==> config.mk <==
export PLATFORM = sky130hd
export DESIGN_NAME = rss_reset_source_sequencer
export DESIGN_NICKNAME = d
export VERILOG_FILES = /design/src/core/rss_reset_source_sequencer.v
export VERILOG_INCLUDE_DIRS = /design/src /design/src/core
export SDC_FILE = /design/constraint.sdc
export NUM_CORES = 1
export LEC_CHECK = 0
export BUFFER_PORTS_ARGS = -buffer_cell sky130_fd_sc_hd__buf_4
export CAP_MARGIN = 20
export CORE_ASPECT_RATIO = 0.75
export CORE_MARGIN = 1
export CORE_UTILIZATION = 60
export CTS_BUF_LIST = sky130_fd_sc_hd__clkbuf_2
export DETAILED_ROUTE_END_ITERATION = 8
export HOLD_SLACK_MARGIN = 0.02
export PLACE_DENSITY = 0.88
export SYNTH_ARGS = -nofsm -noshare
export SYNTH_HDL_FRONTEND = slang
export SYNTH_SLANG_ARGS = --single-unit
==> constraint.sdc <==
create_clock -name clk_in -period 4.7 [get_ports clk_in]
set_input_delay 0.235 -clock clk_in [delete_from_list [all_inputs] [get_ports clk_in]]
set_output_delay 0.235 -clock clk_in [all_outputs]
set_load 0.02 [all_outputs]
==> src/core/rss_consts.vh <==
/*
  constants for the reset source sequencer: register offsets, field
  positions, reset values and timing counts.
  assumes a 250 MHz system clock and a word-aligned apb register map.
*/
`ifndef RSS_CONSTS_VH
`define RSS_CONSTS_VH

// register byte offsets
`define RSS_BROWNOUT_CONTROL_OFF 12'h000
`define RSS_RESET_STATUS_OFF     12'h004
`define RSS_STATE_OFF            12'h008

// brownout_control fields
`define RSS_SW_BOR_EN_BIT   7
`define RSS_BOR_READY_BIT   0
`define RSS_SW_BOR_EN_RST   1'b1

// reset_status fields
`define RSS_STK_OVER_BIT    7
`define RSS_STK_UNDER_BIT   6
`define RSS_EXT_RST_N_BIT   3
`define RSS_RI_N_BIT        2
`define RSS_POR_N_BIT       1
`define RSS_BOR_N_BIT       0
`define RSS_TO_N_BIT        4
`define RSS_PD_N_BIT        5

// brownout mode encodings
`define RSS_BOR_MODE_ON     2'b11
`define RSS_BOR_MODE_NSLEEP 2'b10
`define RSS_BOR_MODE_SW     2'b01
`define RSS_BOR_MODE_OFF    2'b00

// timing
`define RSS_CLK_MHZ         250
`define RSS_POWERUP_DELAY_TIMER_MS         64
`define RSS_POWERUP_DELAY_TIMER_CYCLES     (`RSS_POWERUP_DELAY_TIMER_MS * 1000 * `RSS_CLK_MHZ)
`define RSS_BOR_FILT_NS     100
`define RSS_BOR_FILT_CYCLES ((`RSS_BOR_FILT_NS * `RSS_CLK_MHZ + 999) / 1000)
`define RSS_PIN_FILT_NS     200
`define RSS_PIN_FILT_CYCLES ((`RSS_PIN_FILT_NS * `RSS_CLK_MHZ + 999) / 1000)

`endif

==> src/core/rss_reset_source_sequencer.v <==
/*
  reset source sequencer: merges every reset source, runs the power-up
  delay timer, filters brown-out and pin dips, and holds the apb-visible
  brown-out control and reset cause flags.
  assumes monitor and pin inputs are asynchronous to clk_in; rst_b_in is
  the raw power-on supervisor output (low while supply too low).
*/
`timescale 1ns/10ps
`include "rss_consts.vh"

module rss_reset_source_sequencer #(
  parameter POWERUP_DELAY_TIMER_CYCLES = `RSS_POWERUP_DELAY_TIMER_CYCLES
) (
  // clock and power-on supervisor reset
  input  wire        clk_in,
  input  wire        rst_b_in,
  // apb slave
  input  wire        psel_in,
  input  wire        penable_in,
  input  wire        pwrite_in,
  input  wire [11:0] paddr_in,
  input  wire [31:0] pwdata_in,
  output reg  [31:0] prdata_out,
  output reg         pready_out,
  output reg         pslverr_out,
  // configuration word bits
  input  wire        powerup_delay_enable_n_in,
  input  wire [1:0]  brownout_mode_cfg_in,
  input  wire        brownout_level_select_in,
  input  wire        ext_reset_pin_enable_in,
  input  wire        low_voltage_prog_enable_in,
  input  wire        stack_reset_enable_in,
  // supply monitor
  input  wire        brownout_below_in,
  input  wire        brownout_circuit_ready_in,
  output reg         brownout_circuit_on_out,
  output reg         brownout_level_select_out,
  // external reset pin
  input  wire        ext_reset_pin_in,
  output reg         ext_reset_pin_out,
  output reg         ext_reset_pin_oe_out,
  output reg         ext_reset_pullup_out,
  output reg         ext_reset_gpio_out,
  input  wire        sw_pullup_in,
  // core events, same clock domain
  input  wire        sleep_in,
  input  wire        wake_req_in,
  input  wire        watchdog_timeout_in,
  input  wire        reset_instr_in,
  input  wire        stack_overflow_in,
  input  wire        stack_underflow_in,
  input  wire        prog_mode_in,
  input  wire        osc_startup_done_in,
  // outputs to the core
  output reg         core_reset_n_out,
  output reg         wake_ok_out
);

  localparam [1:0] ST_POR  = 2'b00;
  localparam [1:0] ST_POWERUP_DELAY_TIMER = 2'b01;
  localparam [1:0] ST_WAIT = 2'b10;
  localparam [1:0] ST_RUN  = 2'b11;
  localparam integer BOR_FILT_I = `RSS_BOR_FILT_CYCLES;
  localparam integer PIN_FILT_I = `RSS_PIN_FILT_CYCLES;
  localparam [7:0] BOR_FILT = BOR_FILT_I[7:0];
  localparam [7:0] PIN_FILT = PIN_FILT_I[7:0];
  localparam [31:0] POWERUP_DELAY_TIMER_LAST = POWERUP_DELAY_TIMER_CYCLES - 1;

  // two-flop synchronisers for async monitor and pin inputs
  reg  [1:0] sync_below;
  reg  [1:0] sync_ready;
  reg  [1:0] sync_pin;
  always @(posedge clk_in or negedge rst_b_in) begin
    if (!rst_b_in) begin
      sync_below <= 2'b00;
      sync_ready <= 2'b00;
      sync_pin   <= 2'b11;
    end else begin
      sync_below <= {sync_below[0], brownout_below_in};
      sync_ready <= {sync_ready[0], brownout_circuit_ready_in};
      sync_pin   <= {sync_pin[0], ext_reset_pin_in};
    end
  end
  wire below_s = sync_below[1];
  wire ready_s = sync_ready[1];
  wire pin_s   = sync_pin[1];

  // software enable, register state
  reg        sw_brownout_enable;
  reg        stack_over_flag;
  reg        stack_under_flag;
  reg        reset_instr_flag_n;
  reg        ext_reset_flag_n;
  reg        por_flag_n;
  reg        bor_flag_n;
  reg        timeout_status_n;
  reg        powerdown_status_n;

  // brown-out mode decode; enable bit only counts in software mode
  reg bor_active;
  always @* begin
    case (brownout_mode_cfg_in)
      `RSS_BOR_MODE_ON:     bor_active = 1'b1;
      `RSS_BOR_MODE_NSLEEP: bor_active = !sleep_in;
      `RSS_BOR_MODE_SW:     bor_active = sw_brownout_enable;
      default:              bor_active = 1'b0;
    endcase
  end
  wire mode_waits = brownout_mode_cfg_in[1]; // modes 11 and 10 delay start-up

  // dip filter: only a dip longer than the filter time trips
  reg [7:0] bor_cnt;
  reg       bor_trip;
  always @(posedge clk_in or negedge rst_b_in) begin
    if (!rst_b_in) begin
      bor_cnt  <= 8'h00;
      bor_trip <= 1'b0;
    end else if (bor_active && ready_s && below_s) begin
      if (bor_cnt == BOR_FILT)
        bor_trip <= 1'b1;
      else
        bor_cnt <= bor_cnt + 8'h01;
    end else begin
      bor_cnt  <= 8'h00;
      bor_trip <= 1'b0;
    end
  end

  // pin path: enabled by lvp or enable; low pulses shorter than filter ignored
  wire pin_en = low_voltage_prog_enable_in | ext_reset_pin_enable_in;
  reg [7:0] pin_cnt;
  reg       pin_low;
  always @(posedge clk_in or negedge rst_b_in) begin
    if (!rst_b_in) begin
      pin_cnt <= 8'h00;
      pin_low <= 1'b0;
    end else if (pin_en && !pin_s) begin
      if (pin_cnt == PIN_FILT)
        pin_low <= 1'b1;
      else
        pin_cnt <= pin_cnt + 8'h01;
    end else begin
      pin_cnt <= 8'h00;
      pin_low <= 1'b0;
    end
  end

  // single-cycle reset events from the core
  wire stk_evt = stack_reset_enable_in & (stack_overflow_in | stack_underflow_in);
  wire evt_rst = watchdog_timeout_in | reset_instr_in | stk_evt;

  // programming-mode exit edge restarts as from power-on
  reg prog_q;
  always @(posedge clk_in or negedge rst_b_in) begin
    if (!rst_b_in)
      prog_q <= 1'b0;
    else
      prog_q <= prog_mode_in;
  end
  wire prog_exit = prog_q & !prog_mode_in;

  // start-up sequencer; power-on hold comes from the async reset itself
  reg [1:0]  state;
  reg [31:0] powerup_delay_timer_cnt;
  reg        hold;
  always @(posedge clk_in or negedge rst_b_in) begin
    if (!rst_b_in) begin
      state    <= ST_POR;
      powerup_delay_timer_cnt <= 32'h00000000;
      hold     <= 1'b1;
    end else if (bor_trip || prog_exit) begin
      state    <= ST_POR;
      powerup_delay_timer_cnt <= 32'h00000000;
      hold     <= 1'b1;
    end else begin
      case (state)
        ST_POR: begin
          // in modes 11 and 10 the timer waits for brown-out release too
          if (!(mode_waits && (!ready_s || below_s))) begin
            powerup_delay_timer_cnt <= 32'h00000000;
            state    <= powerup_delay_enable_n_in ? ST_WAIT : ST_POWERUP_DELAY_TIMER;
          end
        end
        ST_POWERUP_DELAY_TIMER: begin
          if (powerup_delay_timer_cnt == POWERUP_DELAY_TIMER_LAST)
            state <= ST_WAIT;
          else
            powerup_delay_timer_cnt <= powerup_delay_timer_cnt + 32'h00000001;
        end
        ST_WAIT: begin
          // timers run independent of the pin, so a long pin hold ends at once
          if (osc_startup_done_in && !pin_low) begin
            state <= ST_RUN;
            hold  <= 1'b0;
          end
        end
        ST_RUN: begin
          if (pin_low || evt_rst) begin
            state <= ST_WAIT;
            hold  <= 1'b1;
          end
        end
        default: state <= ST_POR;
      endcase
    end
  end

  // output reset: rst_any asserts at the next edge, rst_b_in at once; release through two flops
  wire       rst_any = hold | bor_trip | pin_low | evt_rst;
  reg  [1:0] rel_sync;
  always @(posedge clk_in or negedge rst_b_in) begin
    if (!rst_b_in)
      rel_sync <= 2'b00;
    else if (rst_any)
      rel_sync <= 2'b00;
    else
      rel_sync <= {rel_sync[0], 1'b1};
  end

  // cause flags; hardware set wins over software write in the same cycle
  wire wr  = psel_in & penable_in & pwrite_in & pready_out;
  wire rd  = psel_in & !penable_in & !pwrite_in;
  wire wbc = wr & (paddr_in == `RSS_BROWNOUT_CONTROL_OFF);
  wire wrs = wr & (paddr_in == `RSS_RESET_STATUS_OFF);
  always @(posedge clk_in or negedge rst_b_in) begin
    if (!rst_b_in) begin
      sw_brownout_enable <= `RSS_SW_BOR_EN_RST;
      stack_over_flag    <= 1'b0;
      stack_under_flag   <= 1'b0;
      reset_instr_flag_n <= 1'b1;
      ext_reset_flag_n   <= 1'b1;
      por_flag_n         <= 1'b0;
      bor_flag_n         <= 1'b1;
      timeout_status_n   <= 1'b1;
      powerdown_status_n <= 1'b1;
    end else begin
      if (wbc)
        sw_brownout_enable <= pwdata_in[`RSS_SW_BOR_EN_BIT];
      if (wrs) begin
        stack_over_flag    <= pwdata_in[`RSS_STK_OVER_BIT];
        stack_under_flag   <= pwdata_in[`RSS_STK_UNDER_BIT];
        reset_instr_flag_n <= pwdata_in[`RSS_RI_N_BIT];
        ext_reset_flag_n   <= pwdata_in[`RSS_EXT_RST_N_BIT];
        por_flag_n         <= pwdata_in[`RSS_POR_N_BIT];
        bor_flag_n         <= pwdata_in[`RSS_BOR_N_BIT];
      end
      if (stack_reset_enable_in && stack_overflow_in)
        stack_over_flag <= 1'b1;
      if (stack_reset_enable_in && stack_underflow_in)
        stack_under_flag <= 1'b1;
      if (reset_instr_in)
        reset_instr_flag_n <= 1'b0;
      if (pin_low)
        ext_reset_flag_n <= 1'b0;
      if (bor_trip)
        bor_flag_n <= 1'b0;
      if (prog_exit)
        por_flag_n <= 1'b0;
      if (watchdog_timeout_in) begin
        timeout_status_n   <= 1'b0;
        powerdown_status_n <= !sleep_in;
      end else if (sleep_in) begin
        powerdown_status_n <= 1'b0;
      end
    end
  end

  // apb slave: zero wait state, unmapped reads zero with slverr
  always @(posedge clk_in or negedge rst_b_in) begin
    if (!rst_b_in) begin
      prdata_out  <= 32'h00000000;
      pready_out  <= 1'b0;
      pslverr_out <= 1'b0;
    end else begin
      pready_out  <= psel_in & !penable_in;
      pslverr_out <= psel_in & !penable_in &
                     (paddr_in != `RSS_BROWNOUT_CONTROL_OFF) &
                     (paddr_in != `RSS_RESET_STATUS_OFF) &
                     (paddr_in != `RSS_STATE_OFF);
      prdata_out  <= 32'h00000000;
      if (rd) begin
        case (paddr_in)
          `RSS_BROWNOUT_CONTROL_OFF:
            prdata_out <= {24'h000000, sw_brownout_enable, 6'h00, ready_s};
          `RSS_RESET_STATUS_OFF:
            prdata_out <= {24'h000000, stack_over_flag, stack_under_flag,
                           powerdown_status_n, timeout_status_n, ext_reset_flag_n,
                           reset_instr_flag_n, por_flag_n, bor_flag_n};
          `RSS_STATE_OFF:
            prdata_out <= {28'h0000000, state, hold, bor_active};
          default: prdata_out <= 32'h00000000;
        endcase
      end
    end
  end

  // core, pin and monitor outputs, all registered
  always @(posedge clk_in or negedge rst_b_in) begin
    if (!rst_b_in) begin
      core_reset_n_out          <= 1'b0;
      wake_ok_out               <= 1'b0;
      brownout_circuit_on_out   <= 1'b0;
      brownout_level_select_out <= 1'b0;
      ext_reset_pin_out         <= 1'b0;
      ext_reset_pin_oe_out      <= 1'b0;
      ext_reset_pullup_out      <= 1'b1;
      ext_reset_gpio_out        <= 1'b1;
    end else begin
      core_reset_n_out          <= rel_sync[1] & !rst_any;
      // off-in-sleep mode waits for ready on wake; always-on does not
      wake_ok_out               <= wake_req_in &
                                   ((brownout_mode_cfg_in != `RSS_BOR_MODE_NSLEEP) | ready_s);
      brownout_circuit_on_out   <= bor_active;
      brownout_level_select_out <= brownout_level_select_in;
      ext_reset_pin_out         <= 1'b0;
      ext_reset_pin_oe_out      <= 1'b0;
      ext_reset_pullup_out      <= pin_en | sw_pullup_in;
      ext_reset_gpio_out        <= pin_en ? 1'b1 : pin_s;
    end
  end

endmodule

# After elaboration in Yosys (flattened, before gate mapping)
# Cells that the tools add are included.
[totals]
regBits = 111
out_inout_bits = 42
elab_cells = 154
[op_classes]
addsub = 3
eq_ne = 23
n_mux = 42
n_bitwise = 23
n_reduce_logical = 33
[op_table]
columns = ["cell", "n"]
rows = [
  ["32-bit 2-to-1 mux", 3],
  ["32-bit case mux with 2 select lines", 1],
  ["8-bit 2-to-1 mux", 5],
  ["32-bit by 1-bit adder with 32-bit output (second input constant)", 1],
  ["32-bit by 24-bit == test with 1-bit output (second input constant)", 1],
  ["8-bit case mux with 3 select lines", 1],
  ["1-bit 2-to-1 mux", 22],
  ["8-bit by 1-bit adder with 8-bit output (second input constant)", 2],
  ["3-bit inequality test (second input constant)", 5],
  ["1-bit bitwise AND", 14],
  ["2-bit 2-to-1 mux", 7],
  ["2-bit nonzero test", 7],
  ["12-bit by 3-bit == test with 1-bit output (second input constant)", 1],
  ["12-bit by 4-bit == test with 1-bit output (second input constant)", 1],
  ["12-bit zero test", 1],
  ["12-bit by 3-bit inequality test with 1-bit output (second input constant)", 1],
  ["12-bit by 4-bit inequality test with 1-bit output (second input constant)", 1],
  ["12-bit nonzero test", 1],
  ["1-bit bitwise OR", 9],
  ["2-bit == test (second input constant)", 4],
  ["8-bit by 5-bit == test with 1-bit output (second input constant)", 1],
  ["8-bit by 6-bit == test with 1-bit output (second input constant)", 1],
  ["1-bit zero test", 8],
  ["2-bit case mux with 4 select lines", 1],
  ["other kinds (11)", 25],
]

# Depth between registers and ports, before layout
# Gate-level depths: netlist of the first run.
[depth]
word_depth = 7
depth_mapped = 9
depth_no_buf = 7

# Least setup slack after synthesis of the first run
# No wires, ideal clock.
[synth_timing]
path_type = "reg-to-reg"
startpoint = "reg powerup_delay_timer_cnt[0]"
endpoint = "reg powerup_delay_timer_cnt[22]"
setup_ns = 0.080
t_arrival_ns = 1.931
required_time_ns = 4.620
setup_slack_ns = 2.688
path_stages_with_launch = 6
n_path_buf = 0
cell_sequence = "dfrtp_1 -> ha_1 -> nand4_2 -> or4_1 -> or4_4 -> o211ai_2"
[synth_via]
elab_chain_cells = 4
elab_cells_between_ends = 7
cone_classes = "1 x add/sub; 2 x eq/ne; 3 x mux; 1 x reduce/logical"
[synth_rtl]
columns = ["item", "line_no", "rtl"]
rows = [
  ["from (decl)", "rss_reset_source_sequencer.v:164", "reg [31:0] powerup_delay_timer_cnt;"],
  ["from (signal assigned)", "rss_reset_source_sequencer.v:188", "powerup_delay_timer_cnt <= powerup_delay_timer_cnt + 32'h00000001;"],
  ["32-bit by 1-bit adder with 32-bit output", "rss_reset_source_sequencer.v:188", ""],
  ["32-bit 2-to-1 mux", "rss_reset_source_sequencer.v:185", "if (powerup_delay_timer_cnt == POWERUP_DELAY_TIMER_LAST)"],
  ["32-bit case mux with 2 select lines", "rss_reset_source_sequencer.v:176", "case (state)"],
  ["32-bit 2-to-1 mux", "rss_reset_source_sequencer.v:171", "end else if (bor_trip || prog_exit) begin"],
]
# Parallel ways exist; a longest one is shown, timed or not. The select of a mux whose other input is x is not followed.
# A chain may end at the register's enable or synchronous reset.

# Final worst setup path of the first run
[layout_timing]
startpoint = "reg state[0]"
endpoint = "reg powerup_delay_timer_cnt[31]"
[layout_via]
elab_chain_cells = 3
elab_cells_between_ends = 8
cone_classes = "3 x eq/ne; 2 x mux; 3 x reduce/logical"
[layout_rtl]
columns = ["item", "line_no", "rtl"]
rows = [
  ["from (decl)", "rss_reset_source_sequencer.v:163", "reg [1:0] state;"],
  ["from (signal assigned)", "rss_reset_source_sequencer.v:181", "state <= powerup_delay_enable_n_in ? ST_WAIT : ST_POWERUP_DELAY_TIMER;"],
  ["2-bit by 1-bit == test with 1-bit output or 2-bit zero test (tied branches)", "rss_reset_source_sequencer.v:176", ""],
  ["3-bit inequality test (no source line), or another cell as far along", "n/a", ""],
  ["3-bit AND reduction (no source line) or 32-bit 2-to-1 mux (tied branches)", "n/a", ""],
]
# Parallel ways exist; a longest one is shown, timed or not.

==> Implementation_results.wiki, run 1 <==
{| class="wikitable"
! Metric !! Value
|-
| Sequential cell area fraction in the yosys report || 46.7%
|-
| Drt wl/cell || around 17 um
|-
| Clock-pin slew of the registers on the worst-case setup and hold paths || ~270 ps
|-
| Synthesis-stage register bit count || 87
|-
| Number of filler cells placed in the layout || 461
|-
| Final HPWL DP || between 7 and 8 mm
|-
| Max Clk Rate || 346 MHz
|-
| Final critical-path setup slack || between 1500 and 2000 ps
|-
| Max_cap viols || 0
|-
| Total iterations of the first detailed-routing run || 6
|-
| Arrival time of data at the critical path endpoint || around 3400 ps
|-
| Clock skew || between 40 and 50 ps
|-
| Maximum number of pins on one net before global-route repair || 88
|-
| Cell area power density || between 200 and 300 nW/um2
|-
| Total number of vias || around 4,000
|-
| Weighted congestion at the end of routability-driven global placement || approximately 0.90
|-
| Final Setup Violations || 0
|-
| Count of synthesis-stage warnings from yosys || 0
|-
| CTS tree || done
|-
| Post-synth top area share || 40.6%
|-
| Initial antenna violation count || 0
|-
| Drt drc || 0
|-
| Hold violation total from the final report || 0
|-
| First-pass GRT wire length || 19.4 mm
|-
| Total Routed Length || approximately 11 mm
|-
| Cell variety after synth || 66
|-
| Unrepaired setup endpoints after global routing || no
|-
| Smallest hold slack || roughly 74 ps
|-
| Async set-reset flop share out of synthesis || 100%
|-
| Diode count || 0
|-
| Worst hold path class || in2reg
|-
| Share of the cycle needed by the critical path after routing || 61.6%
|-
| Setup crit start kind || flip-flop
|-
| Floorplan Core Area || about 7500 um2
|-
| Count of buffer and inverter cells on the critical path || 0
|-
| Library cell occupying the most area in the post-synthesis netlist || sky130_fd_sc_hd__dfrtp_1
|-
| Max-slew headroom at the worst pin || around 30%
|-
| Relative area change from synthesis to final layout || 18.9%
|-
| Chip width || 104 um
|-
| Drt initial violations || 421
|-
| Required @ worst endpoint || 5230 ps
|-
| Run status || finished clean
|-
| Worst setup path category || reg2reg
|-
| Mean area per synthesized cell || approximately 10 um2
|-
| Post-synthesis instance total || 473
|-
| Slew Limit Fails || 0
|-
| Initial standard-cell utilization of the core || approximately 63%
|-
| Top Family by Delay on Critical Path || simple AND/OR/NAND/NOR gates
|-
| H-tree level count || 3
|-
| Number of placed I/O pins || 110
|-
| Placement-stage worst setup slack || 1860 ps
|-
| Synth Flop Type || sky130_fd_sc_hd__dfrtp_1
|-
| Cell types with the largest area share after synthesis || sky130_fd_sc_hd__dfrtp_1 (41%), sky130_fd_sc_hd__dfstp_2 (6.2%), sky130_fd_sc_hd__nor2_1 (4.4%), sky130_fd_sc_hd__buf_4 (4.3%), sky130_fd_sc_hd__nand2_1 (2.3%)
|-
| Layout cell share with drive strength beyond 1 || 21.5%
|-
| Maximum net fanout on the critical path || 21
|-
| Count of standard-cell rows || 27
|-
| Cell at the root of the clock tree || sky130_fd_sc_hd__clkbuf_2
|-
| Clock sink count || 87
|-
| Aggregate global-route resource usage || between 30% and 40%
|-
| Final Util || 74.7%
|-
| Slowest CP cell || sky130_fd_sc_hd__nand3_1
|-
| Delay of the slowest cell on the worst path || 660 ps
|-
| Worst IR Drop VDD || 0.209 mV
|-
| Slew at the pin with the worst max-slew slack || ~1100 ps
|-
| Grt total ovfl || 0
|-
| Count of nets left with antenna violations after detail routing || 0
|-
| Leakage || between 0.002 and 0.0025 uW
|-
| Kind of end point of the critical path || flip-flop
|-
| Layout Nets || approximately 640
|-
| Floorplan die height || 78.6 um
|-
| Reg2Reg Launch Point || state[0]
|-
| Crit path cell chain || nor2b_1 > nand3_1 > or2_1 > or4_1 > o211ai_2
|-
| Multi-input gate area || approximately 2200 um2
|-
| Number of vias per cell after detailed routing || slightly above 6
|-
| Vias in the first global route || 3,964
|-
| Number of buffers inserted during clock tree synthesis || 9
|-
| Final setup TNS || 0 ps
|-
| Final critical path time including I/O delays and setup || 2890 ps
|-
| Resized Gates After CTS || 0
|-
| Post-synth top cells || sky130_fd_sc_hd__dfrtp_1 (76), sky130_fd_sc_hd__nor2_1 (55), sky130_fd_sc_hd__nand2_1 (29), sky130_fd_sc_hd__buf_4 (27), sky130_fd_sc_hd__inv_1 (27)
|-
| Most used standard cell by instance count after synthesis || sky130_fd_sc_hd__dfrtp_1
|-
| Area used by sequential logic in the layout || ~2200 um2
|-
| Total Die Area || around 8000 um2
|-
| Combined area of all synthesized cells || about 4700 um2
|-
| Number of flops mapped to enable cells by yosys || 0
|-
| Crit path launch || state[0]
|-
| Worst-Skew Late Latency || 600 ps
|-
| Number of buffers on the longest clock path || 2
|-
| Source of the worst hold timing path || paddr_in[10]
|-
| Port Buffer Count || 57
|}
[cell usage in the layout, fill, tap and decap left out, types with 4 or more instances in the layout]
cell                             n
sky130_fd_sc_hd__dlygate4sd3_1  37
sky130_fd_sc_hd__xor2_1          7
sky130_fd_sc_hd__buf_4          58
sky130_fd_sc_hd__o21ai_2         8
sky130_fd_sc_hd__nor2b_1         7
sky130_fd_sc_hd__o21ai_0        11
sky130_fd_sc_hd__and2_1          5
sky130_fd_sc_hd__mux2i_1         8
sky130_fd_sc_hd__nand3_1        21
sky130_fd_sc_hd__a21oi_1        15
sky130_fd_sc_hd__nor4_1          7
sky130_fd_sc_hd__nor2_1         55
sky130_fd_sc_hd__o211ai_2        8
sky130_fd_sc_hd__dfrtp_1        76
sky130_fd_sc_hd__nand4_1        15
sky130_fd_sc_hd__and4_1          5
sky130_fd_sc_hd__or4_1           4
sky130_fd_sc_hd__clkbuf_2        9
sky130_fd_sc_hd__ha_1            5
sky130_fd_sc_hd__nand2_1        29
sky130_fd_sc_hd__or3_1          10
sky130_fd_sc_hd__nor3_1         10
sky130_fd_sc_hd__and3_1          4
sky130_fd_sc_hd__nand2b_1        5
sky130_fd_sc_hd__xnor2_1         5
sky130_fd_sc_hd__conb_1         26
sky130_fd_sc_hd__a31oi_1        15
sky130_fd_sc_hd__inv_1          27
sky130_fd_sc_hd__dfstp_2        11
[worst register-to-register path, delay by kind of cell (launching register included)]
| family | cells | cell delay [ps] |
|---|---|---|
| and+or+nand+nor | 4 | 2130 |
| AOI/OAI and AO/OA | 1 | 90 |
| DFF | 1 | 640 |
[cell type report]
type	instances	area share (%)
multi-input combinational	341	39.5
clock inverter	7	1.32
clock buffer	9	0.808
tap	101	2.27
timing repair buffer	96	14.9
sequential	87	39.3
inverter	27	1.82
[cells by family (layout without fill, tap and decap cells)]
group / count (synthesis) / in the layout / share of synthesized area [%]
AO/OA/AOI/OAI: 90 / 90 / 15.1
AND/OR/NAND/NOR: 198 / 198 / 23.8
other: 1 / 26 / 0.0800
buffers and inverters: 70 / 139 / 8.27
flip-flops: 87 / 87 / 46.7
multiplexers: 10 / 10 / 2.43
adder cells (fa/ha/maj): 5 / 5 / 1.33
XOR/XNOR: 12 / 12 / 2.24
[final timing paths]
path                                               endpoint  slack, ps  cells past startpoint
max in group asynchronous                        bor_flag_n       3460                      4
worst max-delay path            powerup_delay_timer_cnt[31]       1810                      5
worst min register to register                  sync_pin[1]        380                      0
worst max register to register  powerup_delay_timer_cnt[31]       1810                      5
min in group asynchronous        powerup_delay_timer_cnt[9]        580                      3
worst min-delay path                            pslverr_out         70                      5
[metal layers]
layer | routed length (um) | vias to the layer above | track usage (%)
li1 | - | 1830 | -
met1 | 4550 | 1935 | 38.8
met3 | 1030 | 40 | 8.55
met2 | 5300 | 237 | 49.9
met5 | 0 | - | 0
met4 | 299 | 0 | 10.1
[report_power, final]
| group | switching (uW) | internal (uW) |
|---|---|---|
| clock network | 297 | 87.7 |
| registers | 40.0 | 780 |
| logic | 183 | 102 |
[state kept, by name (all words and copies together) (netlist names), 2 cells and up]
register and count:
sync_below 2, sync_pin 2, bor_cnt 8, pin_cnt 8, rel_sync 2, prdata_out 8
sync_ready 2, powerup_delay_timer_cnt 32, state 2
[per-stage QoR]
step	total power, uW	cell area, um2	instances
global route	1560	5570	668
floorplan	1010	4780	498
detailed placement	1080	5060	614
CTS	1480	5540	666
global placement	1070	5060	614
finish	1490	5570	668
[what timing repair did]
| item | 4_1_cts | 5_1_grt |
|---|---|---|
| hold buffers | 36 | 1 |
| buffers inserted | 0 | 0 |
| hold endpoints to repair | 104 | 2 |
Note: power is estimated with default switching activity, not from simulation.
==> run 2, diff against run 1 <==
--- a/config.mk
+++ b/config.mk
@@ -10,11 +10,11 @@
 export CAP_MARGIN = 20
 export CORE_ASPECT_RATIO = 0.75
 export CORE_MARGIN = 1
-export CORE_UTILIZATION = 60
+export CORE_UTILIZATION = 56
 export CTS_BUF_LIST = sky130_fd_sc_hd__clkbuf_2
 export DETAILED_ROUTE_END_ITERATION = 8
 export HOLD_SLACK_MARGIN = 0.02
-export PLACE_DENSITY = 0.88
+export PLACE_DENSITY = 0.83
 export SYNTH_ARGS = -nofsm -noshare
 export SYNTH_HDL_FRONTEND = slang
 export SYNTH_SLANG_ARGS = --single-unit
==> constraint.sdc (replaced) <==
create_clock -name clk_in -period 2.7 [get_ports clk_in]
set_input_delay 0.135 -clock clk_in [delete_from_list [all_inputs] [get_ports clk_in]]
set_output_delay 0.135 -clock clk_in [all_outputs]
set_load 0.02 [all_outputs]
==> run 2 against run 1 <==
  * Combinational power grew 78%
  * Sequential power increased by 73%
  * Largest cell class unchanged
  * Non-clock buffer count grew 10
  * Critical endpoint is now powerup_delay_timer_cnt[16]
  * First-iteration DRC count fell by 29%
  * Critical path type unchanged
==> Implementation_results.wiki, run 2 (synthesis results as in run 1) <==
{| class="wikitable"
! Metric !! Value
|-
| Run status || finished clean
|-
| Initial antenna violation count || 0 (unchanged)
|-
| Initial standard-cell utilization of the core || 58.7% (-4.1 points)
|-
| Delay of the slowest cell on the worst path || 880 ps (+220 ps)
|-
| Layout Nets || 645 (+1.6%)
|-
| Floorplan Core Area || 7990 um2 (+7.0%)
|-
| Number of placed I/O pins || 110 (unchanged)
|-
| H-tree level count || 3 (unchanged)
|-
| Aggregate global-route resource usage || 27.9% (-2.4 points)
|-
| Number of buffers inserted during clock tree synthesis || 9 (unchanged)
|-
| Placed Area || 5090 um2 (+0.69%)
|-
| Hold violation total from the final report || 0 (unchanged)
|-
| Total iterations of the first detailed-routing run || 6 (unchanged)
|-
| Final critical-path setup slack || 224 ps (-1580 ps)
|-
| Total number of vias || 4,081 (+0.96%)
|-
| Chip width || 108 um (+3.4%)
|-
| Worst setup path category || reg2reg
|-
| Unrepaired setup endpoints after global routing || no
|-
| Slowest CP cell || sky130_fd_sc_hd__o21ai_4
|-
| Grt total ovfl || 0 (unchanged)
|-
| Diode count || 0 (unchanged)
|-
| Slew at the pin with the worst max-slew slack || 1060 ps (+11.6 ps)
|-
| Drt drc || 0 (unchanged)
|-
| Max Clk Rate || 404 MHz (+17%)
|-
| Commonest non-fill, non-tap cell in the layout || sky130_fd_sc_hd__dfrtp_1
|-
| Drt initial violations || 297 (-29%)
|-
| Number of hold buffers added after cts || 42 (+17%)
|-
| Total Routed Length || 11.3 mm (+1.5%)
|-
| Worst hold path class || in2reg
|-
| Final critical path time including I/O delays and setup || 2480 ps (-418 ps)
|-
| Drt wl/cell || 16.6 um (-0.62%)
|-
| Crit path cell chain || inv_1 > o21ai_0 > o21bai_2 > o21ai_4 > a31oi_1
|-
| Leakage || 0.00246 uW (+1.6%)
|-
| Max-slew headroom at the worst pin || 28.9% (-0.78 points)
|-
| Area used by sequential logic in the layout || 2190 um2 (unchanged)
|-
| Worst IR Drop VDD || 0.264 mV (+26%)
|-
| Final Setup Violations || 0 (unchanged)
|-
| Layout cell share with drive strength beyond 1 || 21.8% (+0.32 points)
|-
| Maximum net fanout on the critical path || 25 (+19%)
|-
| Clock sink count || 87 (unchanged)
|-
| Number of vias per cell after detailed routing || 5.98 (-1.1%)
|-
| Top library cells by usage in the layout, fill and taps aside || sky130_fd_sc_hd__dfrtp_1 (76), sky130_fd_sc_hd__buf_4 (62), sky130_fd_sc_hd__nor2_1 (55)
|-
| Number of non-filler instances in the completed layout || 682 (+2.1%)
|-
| Cell at the root of the clock tree || sky130_fd_sc_hd__clkbuf_2
|-
| Count of buffer and inverter cells on the critical path || 1 (+1)
|-
| Maximum number of pins on one net before global-route repair || 88 (unchanged)
|-
| Register bank with the most flops || powerup_delay_timer_cnt
|-
| Multi-input gate area || 2200 um2 (unchanged)
|-
| Relative area change from synthesis to final layout || 20.5%
|-
| CTS tree || done
|-
| Resized Gates After CTS || 0 (unchanged)
|-
| Count of standard-cell rows || 28 (+3.7%)
|-
| Final HPWL DP || 7.21 mm (+2.8%)
|-
| Number of flip-flops under the largest register name || 32 (unchanged)
|-
| Weighted congestion at the end of routability-driven global placement || 0.840 (-7.0%)
|-
| Vias in the first global route || 3,937 (-0.68%)
|-
| Floorplan die height || 81.2 um (+3.4%)
|-
| Total Die Area || 8750 um2 (+7.0%)
|-
| Kind of end point of the critical path || flip-flop
|-
| Setup crit start kind || flip-flop
|-
| Top Family by Delay on Critical Path || compound AO/OA/AOI/OAI gates
|-
| Number of buffers on the longest clock path || 2 (unchanged)
|-
| Post-placement cell count || 622 (+1.3%)
|-
| Cell area power density || 450 nW/um2 (+68%)
|-
| Count of nets left with antenna violations after detail routing || 0 (unchanged)
|-
| Final instance area || 5650 um2 (+1.3%)
|-
| Slew Limit Fails || 0 (unchanged)
|-
| Number of filler cells placed in the layout || 552 (+20%)
|-
| Final setup TNS || 0 ps (unchanged)
|-
| Max_cap viols || 0 (unchanged)
|-
| Post-CTS Setup Bufs || 0 (unchanged)
|-
| Share of the cycle needed by the critical path after routing || 91.7% (+30 points)
|-
| Port Buffer Count || 57 (unchanged)
|-
| Clock-pin slew of the registers on the worst-case setup and hold paths || 280 ps (about the same)
|-
| Clock skew || 47.5 ps (+3.02 ps)
|-
| Required @ worst endpoint || 3110 ps (-2120 ps)
|-
| Worst-Skew Late Latency || 580 ps (-20 ps)
|-
| Placement-stage worst setup slack || 288 ps (-1570 ps)
|-
| First-pass GRT wire length || 18.7 mm (-3.6%)
|-
| Arrival time of data at the critical path endpoint || 2890 ps (-540 ps)
|}
-- run 2: final cells by class --
type	instances	share of cell area (%)
sequential	87	38.8
tap	105	2.33
inverter	27	1.79
clock buffer	11	0.975
timing repair buffer	106	16.3
multi-input combinational	341	39.0
clock inverter	5	0.753
-- run 2: worst reg2reg max path: cells and delay by family, from the launching register on --
kind / cells / cell delay, ps
AOI/OAI and AO/OA: 4 / 1790
buffers and inverters: 1 / 90
DFF: 1 / 460
-- run 2: path summary, 6_finish.rpt --
check,from,endpoint,slack [ps],cells after the start
max in group asynchronous,rst_b_in,ext_reset_gpio_out,1510,4
min reg2reg,sync_pin[0],sync_pin[1],380,0
max,sync_ready[1],powerup_delay_timer_cnt[16],220,5
min,stack_reset_enable_in,state[0],100,6
min in group asynchronous,rst_b_in,powerup_delay_timer_cnt[6],510,3
max reg2reg,sync_ready[1],powerup_delay_timer_cnt[16],220,5
-- run 2: routing by layer --
metal / up-vias / routed length (um) / track usage (%)
li1: 1862 / - / -
met1: 1947 / 4580 / 35.9
met2: 235 / 5540 / 45.9
met3: 37 / 855 / 5.62
met4: 0 / 357 / 12.9
met5: - / 0 / 0
-- run 2: per-stage QoR --
step                      hold WS (ps)  util, %  total power [uW]
after floorplan                   -161        -              1770
after global placement             243     63.8              1870
after detailed placement           245     63.8              1890
after CTS                         54.6     70.2              2520
after global routing               103     70.7              2650
final                             99.5     70.7              2540
-- run 2: where the power goes --
| group | internal, uW | total, uW | switching (uW) |
|---|---|---|---|
| Clock | 137 | 607 | 470 |
| Combinational | 190 | 508 | 318 |
| Sequential | 1360 | 1420 | 68.0 |
| Total | 1680 | 2540 | 855 |
==> run 3, diff against run 2 <==
--- a/config.mk
+++ b/config.mk
@@ -8,13 +8,14 @@
 export LEC_CHECK = 0
 export BUFFER_PORTS_ARGS = -buffer_cell sky130_fd_sc_hd__buf_4
 export CAP_MARGIN = 20
-export CORE_ASPECT_RATIO = 0.75
 export CORE_MARGIN = 1
 export CORE_UTILIZATION = 56
 export CTS_BUF_LIST = sky130_fd_sc_hd__clkbuf_2
+export CTS_CLUSTER_SIZE = 28
 export DETAILED_ROUTE_END_ITERATION = 8
 export HOLD_SLACK_MARGIN = 0.02
 export PLACE_DENSITY = 0.83
+export SLEW_MARGIN = 20
 export SYNTH_ARGS = -nofsm -noshare
 export SYNTH_HDL_FRONTEND = slang
 export SYNTH_SLANG_ARGS = --single-unit
==> run 3 against run 2 <==
  * Combinational power hardly changed
  * Critical path depth grew 4
  * Clock skew about the same
  * Clock-buffer cell count shrank 2
  * Power is 1.9% higher
  * Via count is 3.3% lower
  * Routed wire length decreased by 3.2%
  * Non-clock buffer count is 3 lower
  * First-iteration DRC count rose by 1.7%
  * Critical path type is now in2reg
  * Largest cell class unchanged
  * Highest routed layer unchanged
==> Implementation_results.wiki, run 3 (synthesis results as in run 1) <==
{| class="wikitable"
! Metric !! Value
|-
| Run status || finished clean
|-
| Kind of end point of the critical path || flip-flop
|-
| Initial standard-cell utilization of the core || 57.3% (-1.3 points)
|-
| Number of flip-flops under the largest register name || 32 (unchanged)
|-
| Number of filler cells placed in the layout || 577 (+4.5%)
|-
| Unrepaired setup endpoints after global routing || no
|-
| Multi-input gate area || 2210 um2 (+0.28%)
|-
| Setup slack of the most critical reg-to-reg path || 270 ps (+50 ps)
|-
| Number of buffers on the longest clock path || 2 (unchanged)
|-
| Clock skew || 47.7 ps (+0.204 ps)
|-
| Relative area change from synthesis to final layout || 19.8%
|-
| Cell at the root of the clock tree || sky130_fd_sc_hd__clkbuf_2
|-
| Final Setup Violations || 0 (unchanged)
|-
| Final HPWL DP || 6.90 mm (-4.3%)
|-
| Worst hold path class || in2async
|-
| Grt total ovfl || 0 (unchanged)
|-
| Max-slew headroom at the worst pin || 28.9% (about the same)
|-
| Required @ worst endpoint || 3220 ps (+110 ps)
|-
| Total Routed Length || 11.0 mm (-3.2%)
|-
| Slew Limit Fails || 0 (unchanged)
|-
| Hold violation total from the final report || 0 (unchanged)
|-
| First-pass GRT wire length || 18.1 mm (-3.2%)
|-
| Total number of vias || 3,948 (-3.3%)
|-
| Max Clk Rate || 390 MHz (-3.5%)
|-
| Worst IR Drop VDD || 0.349 mV (+32%)
|-
| Switching part of the total || 34.7% (+1.0 points)
|-
| Placement-stage worst setup slack || 301 ps (+13.3 ps)
|-
| Final critical-path setup slack || 135 ps (-88.8 ps)
|-
| Register bank with the most flops || powerup_delay_timer_cnt
|-
| Layout cell share with drive strength beyond 1 || 22.3% (+0.46 points)
|-
| Net Sw Power || 898 uW (+5.0%)
|-
| Layout Nets || 642 (-0.47%)
|-
| Weighted congestion at the end of routability-driven global placement || 0.833 (-0.87%)
|-
| Worst setup path category || in2reg
|-
| Max_cap viols || 0 (unchanged)
|-
| Total power draw || 2590 uW (+1.9%)
|-
| Maximum number of pins on one net before global-route repair || 39 (-56%)
|-
| Total iterations of the first detailed-routing run || 7 (+1)
|-
| Proportion of power drawn by flip-flops and latches || 54.9% (-1.2 points)
|-
| CTS tree || done
|-
| Floorplan die height || 93.5 um (+15%)
|-
| Final critical path time including I/O delays and setup || 2560 ps (+88.8 ps)
|-
| Drt wl/cell || 16.1 um (-2.9%)
|-
| Floorplan Core Area || 8180 um2 (+2.3%)
|-
| H-tree level count || 3 (unchanged)
|-
| Share of the cycle needed by the critical path after routing || 95.0% (+3.3 points)
|-
| Drt drc || 0 (unchanged)
|-
| Crit path launch || paddr_in[10]
|-
| Commonest non-fill, non-tap cell in the layout || sky130_fd_sc_hd__dfrtp_1
|-
| Count of nets left with antenna violations after detail routing || 0 (unchanged)
|-
| Worst-Skew Late Latency || 580 ps (about the same)
|-
| Number of non-filler instances in the completed layout || 680 (-0.29%)
|-
| Number of buffers inserted during clock tree synthesis || 9 (unchanged)
|-
| Area used by sequential logic in the layout || 2190 um2 (unchanged)
|-
| Post-placement cell count || 625 (+0.48%)
|-
| Chip width || 93.5 um (-13%)
|-
| Reg2Reg Launch Point || powerup_delay_timer_cnt[0]
|-
| Setup crit start kind || input port
|-
| Cell-internal power || 1690 uW (+0.31%)
|-
| Slew at the pin with the worst max-slew slack || 1060 ps (+0.170 ps)
|-
| Part of the total power dissipated in combinational logic || 19.7% (-0.3 points)
|-
| Port Buffer Count || 57 (unchanged)
|-
| Leakage || 0.00244 uW (-0.79%)
|-
| Vias in the first global route || 3,735 (-5.1%)
|-
| Clock sink count || 87 (unchanged)
|-
| Drt initial violations || 302 (+1.7%)
|-
| Maximum net fanout on the critical path || 8 (-68%)
|-
| Number of vias per cell after detailed routing || 5.81 (-3.0%)
|-
| Count of standard-cell rows || 33 (+18%)
|-
| Top library cells by usage in the layout, fill and taps aside || sky130_fd_sc_hd__dfrtp_1 (76), sky130_fd_sc_hd__buf_4 (65), sky130_fd_sc_hd__nor2_1 (55)
|-
| Number of placed I/O pins || 110 (unchanged)
|-
| Final setup TNS || 0 ps (unchanged)
|-
| Aggregate global-route resource usage || 26.8% (-1.1 points)
|-
| Portion of total power attributed to the clock network || 25.4% (+1.5 points)
|-
| Cell area power density || 461 nW/um2 (+2.4%)
|-
| Arrival time of data at the critical path endpoint || 3080 ps (+190 ps)
|-
| Worst-case reg-to-reg path depth || 6 (+1)
|-
| Initial antenna violation count || 0 (unchanged)
|-
| Clock-pin slew of the registers on the worst-case setup and hold paths || 290 ps (about the same)
|-
| Total Die Area || 8740 um2 (about the same)
|}
[run 3: changes by cell type in the layout (fill, tap and decap cells not counted), sizes merged]
cell / previous run / this run
dlygate4sd3: 43 / 38
clkinvlp: 1 / 4
buf: 63 / 65
clkbuf: 11 / 9
clkinv: 3 / 1
diode: 0 / 1
inv: 28 / 29
[run 3: worst paths after layout]
path / to
max: stack_under_flag
min: powerup_delay_timer_cnt[14]
max reg2reg: powerup_delay_timer_cnt[1]
min reg2reg: sync_pin[1]
max in group asynchronous: ext_reset_pullup_out
min in group clk_in: pin_cnt[6]
[run 3: power by group through the flow]
stage                     Clock, uW  Combinational [uW]  Sequential, uW
after floorplan                   0                 349            1420
after CTS                       650                 495            1420
final                           657                 511            1420
after detailed placement          0                 456            1440
after global placement            0                 444            1430
after global routing            712                 561            1430
[run 3: cell type report]
| cell class | count | share of cell area (%) |
|---|---|---|
| multi-input combinational | 341 | 39.3 |
| sequential | 87 | 39.0 |
| timing repair buffer | 103 | 15.5 |
| tap | 105 | 2.34 |
| inverter | 27 | 1.80 |
| clock inverter | 7 | 1.22 |
| clock buffer | 9 | 0.802 |
| antenna | 1 | 0.0445 |
[run 3: layer usage]
metal  GRT usage [%]  wire (um)  vias to the layer above
li1                -          -                     1847
met1            35.5       4660                     1925
met2            44.2       5440                      153
met3            3.50        602                       23
met4            11.7        275                        0
met5               0          0                        -
[run 3: timing repair]
item | 4_1_cts | 5_1_grt
hold buffers | 38 | 0
setup endpoints to repair | 0 | 2
gates resized for setup | 0 | 1
setup buffers | 0 | 0
endpoints found under the hold margin | 108 | 0
[run 3: per-stage QoR]
stage / utilization (%) / instance area (um2) / hold WS (ps)
final: 68.7 / 5620 / 43.3
after global routing: 68.7 / 5620 / 58.0
after CTS: 68.6 / 5610 / 25.8
after detailed placement: 62.6 / 5110 / 142
after global placement: 62.6 / 5110 / 132
after floorplan: - / 4780 / -161
[run 3: critical path, cell delays in order]
cell and delay (ps):
sky130_fd_sc_hd__dlygate4sd3_1 540, sky130_fd_sc_hd__buf_4 130, sky130_fd_sc_hd__nor2_1 80, sky130_fd_sc_hd__dlygate4sd3_1 580
sky130_fd_sc_hd__nand3_1 180, sky130_fd_sc_hd__nor3_4 500, sky130_fd_sc_hd__nor2b_1 100, sky130_fd_sc_hd__a221o_1 280
sky130_fd_sc_hd__dlygate4sd3_1 560
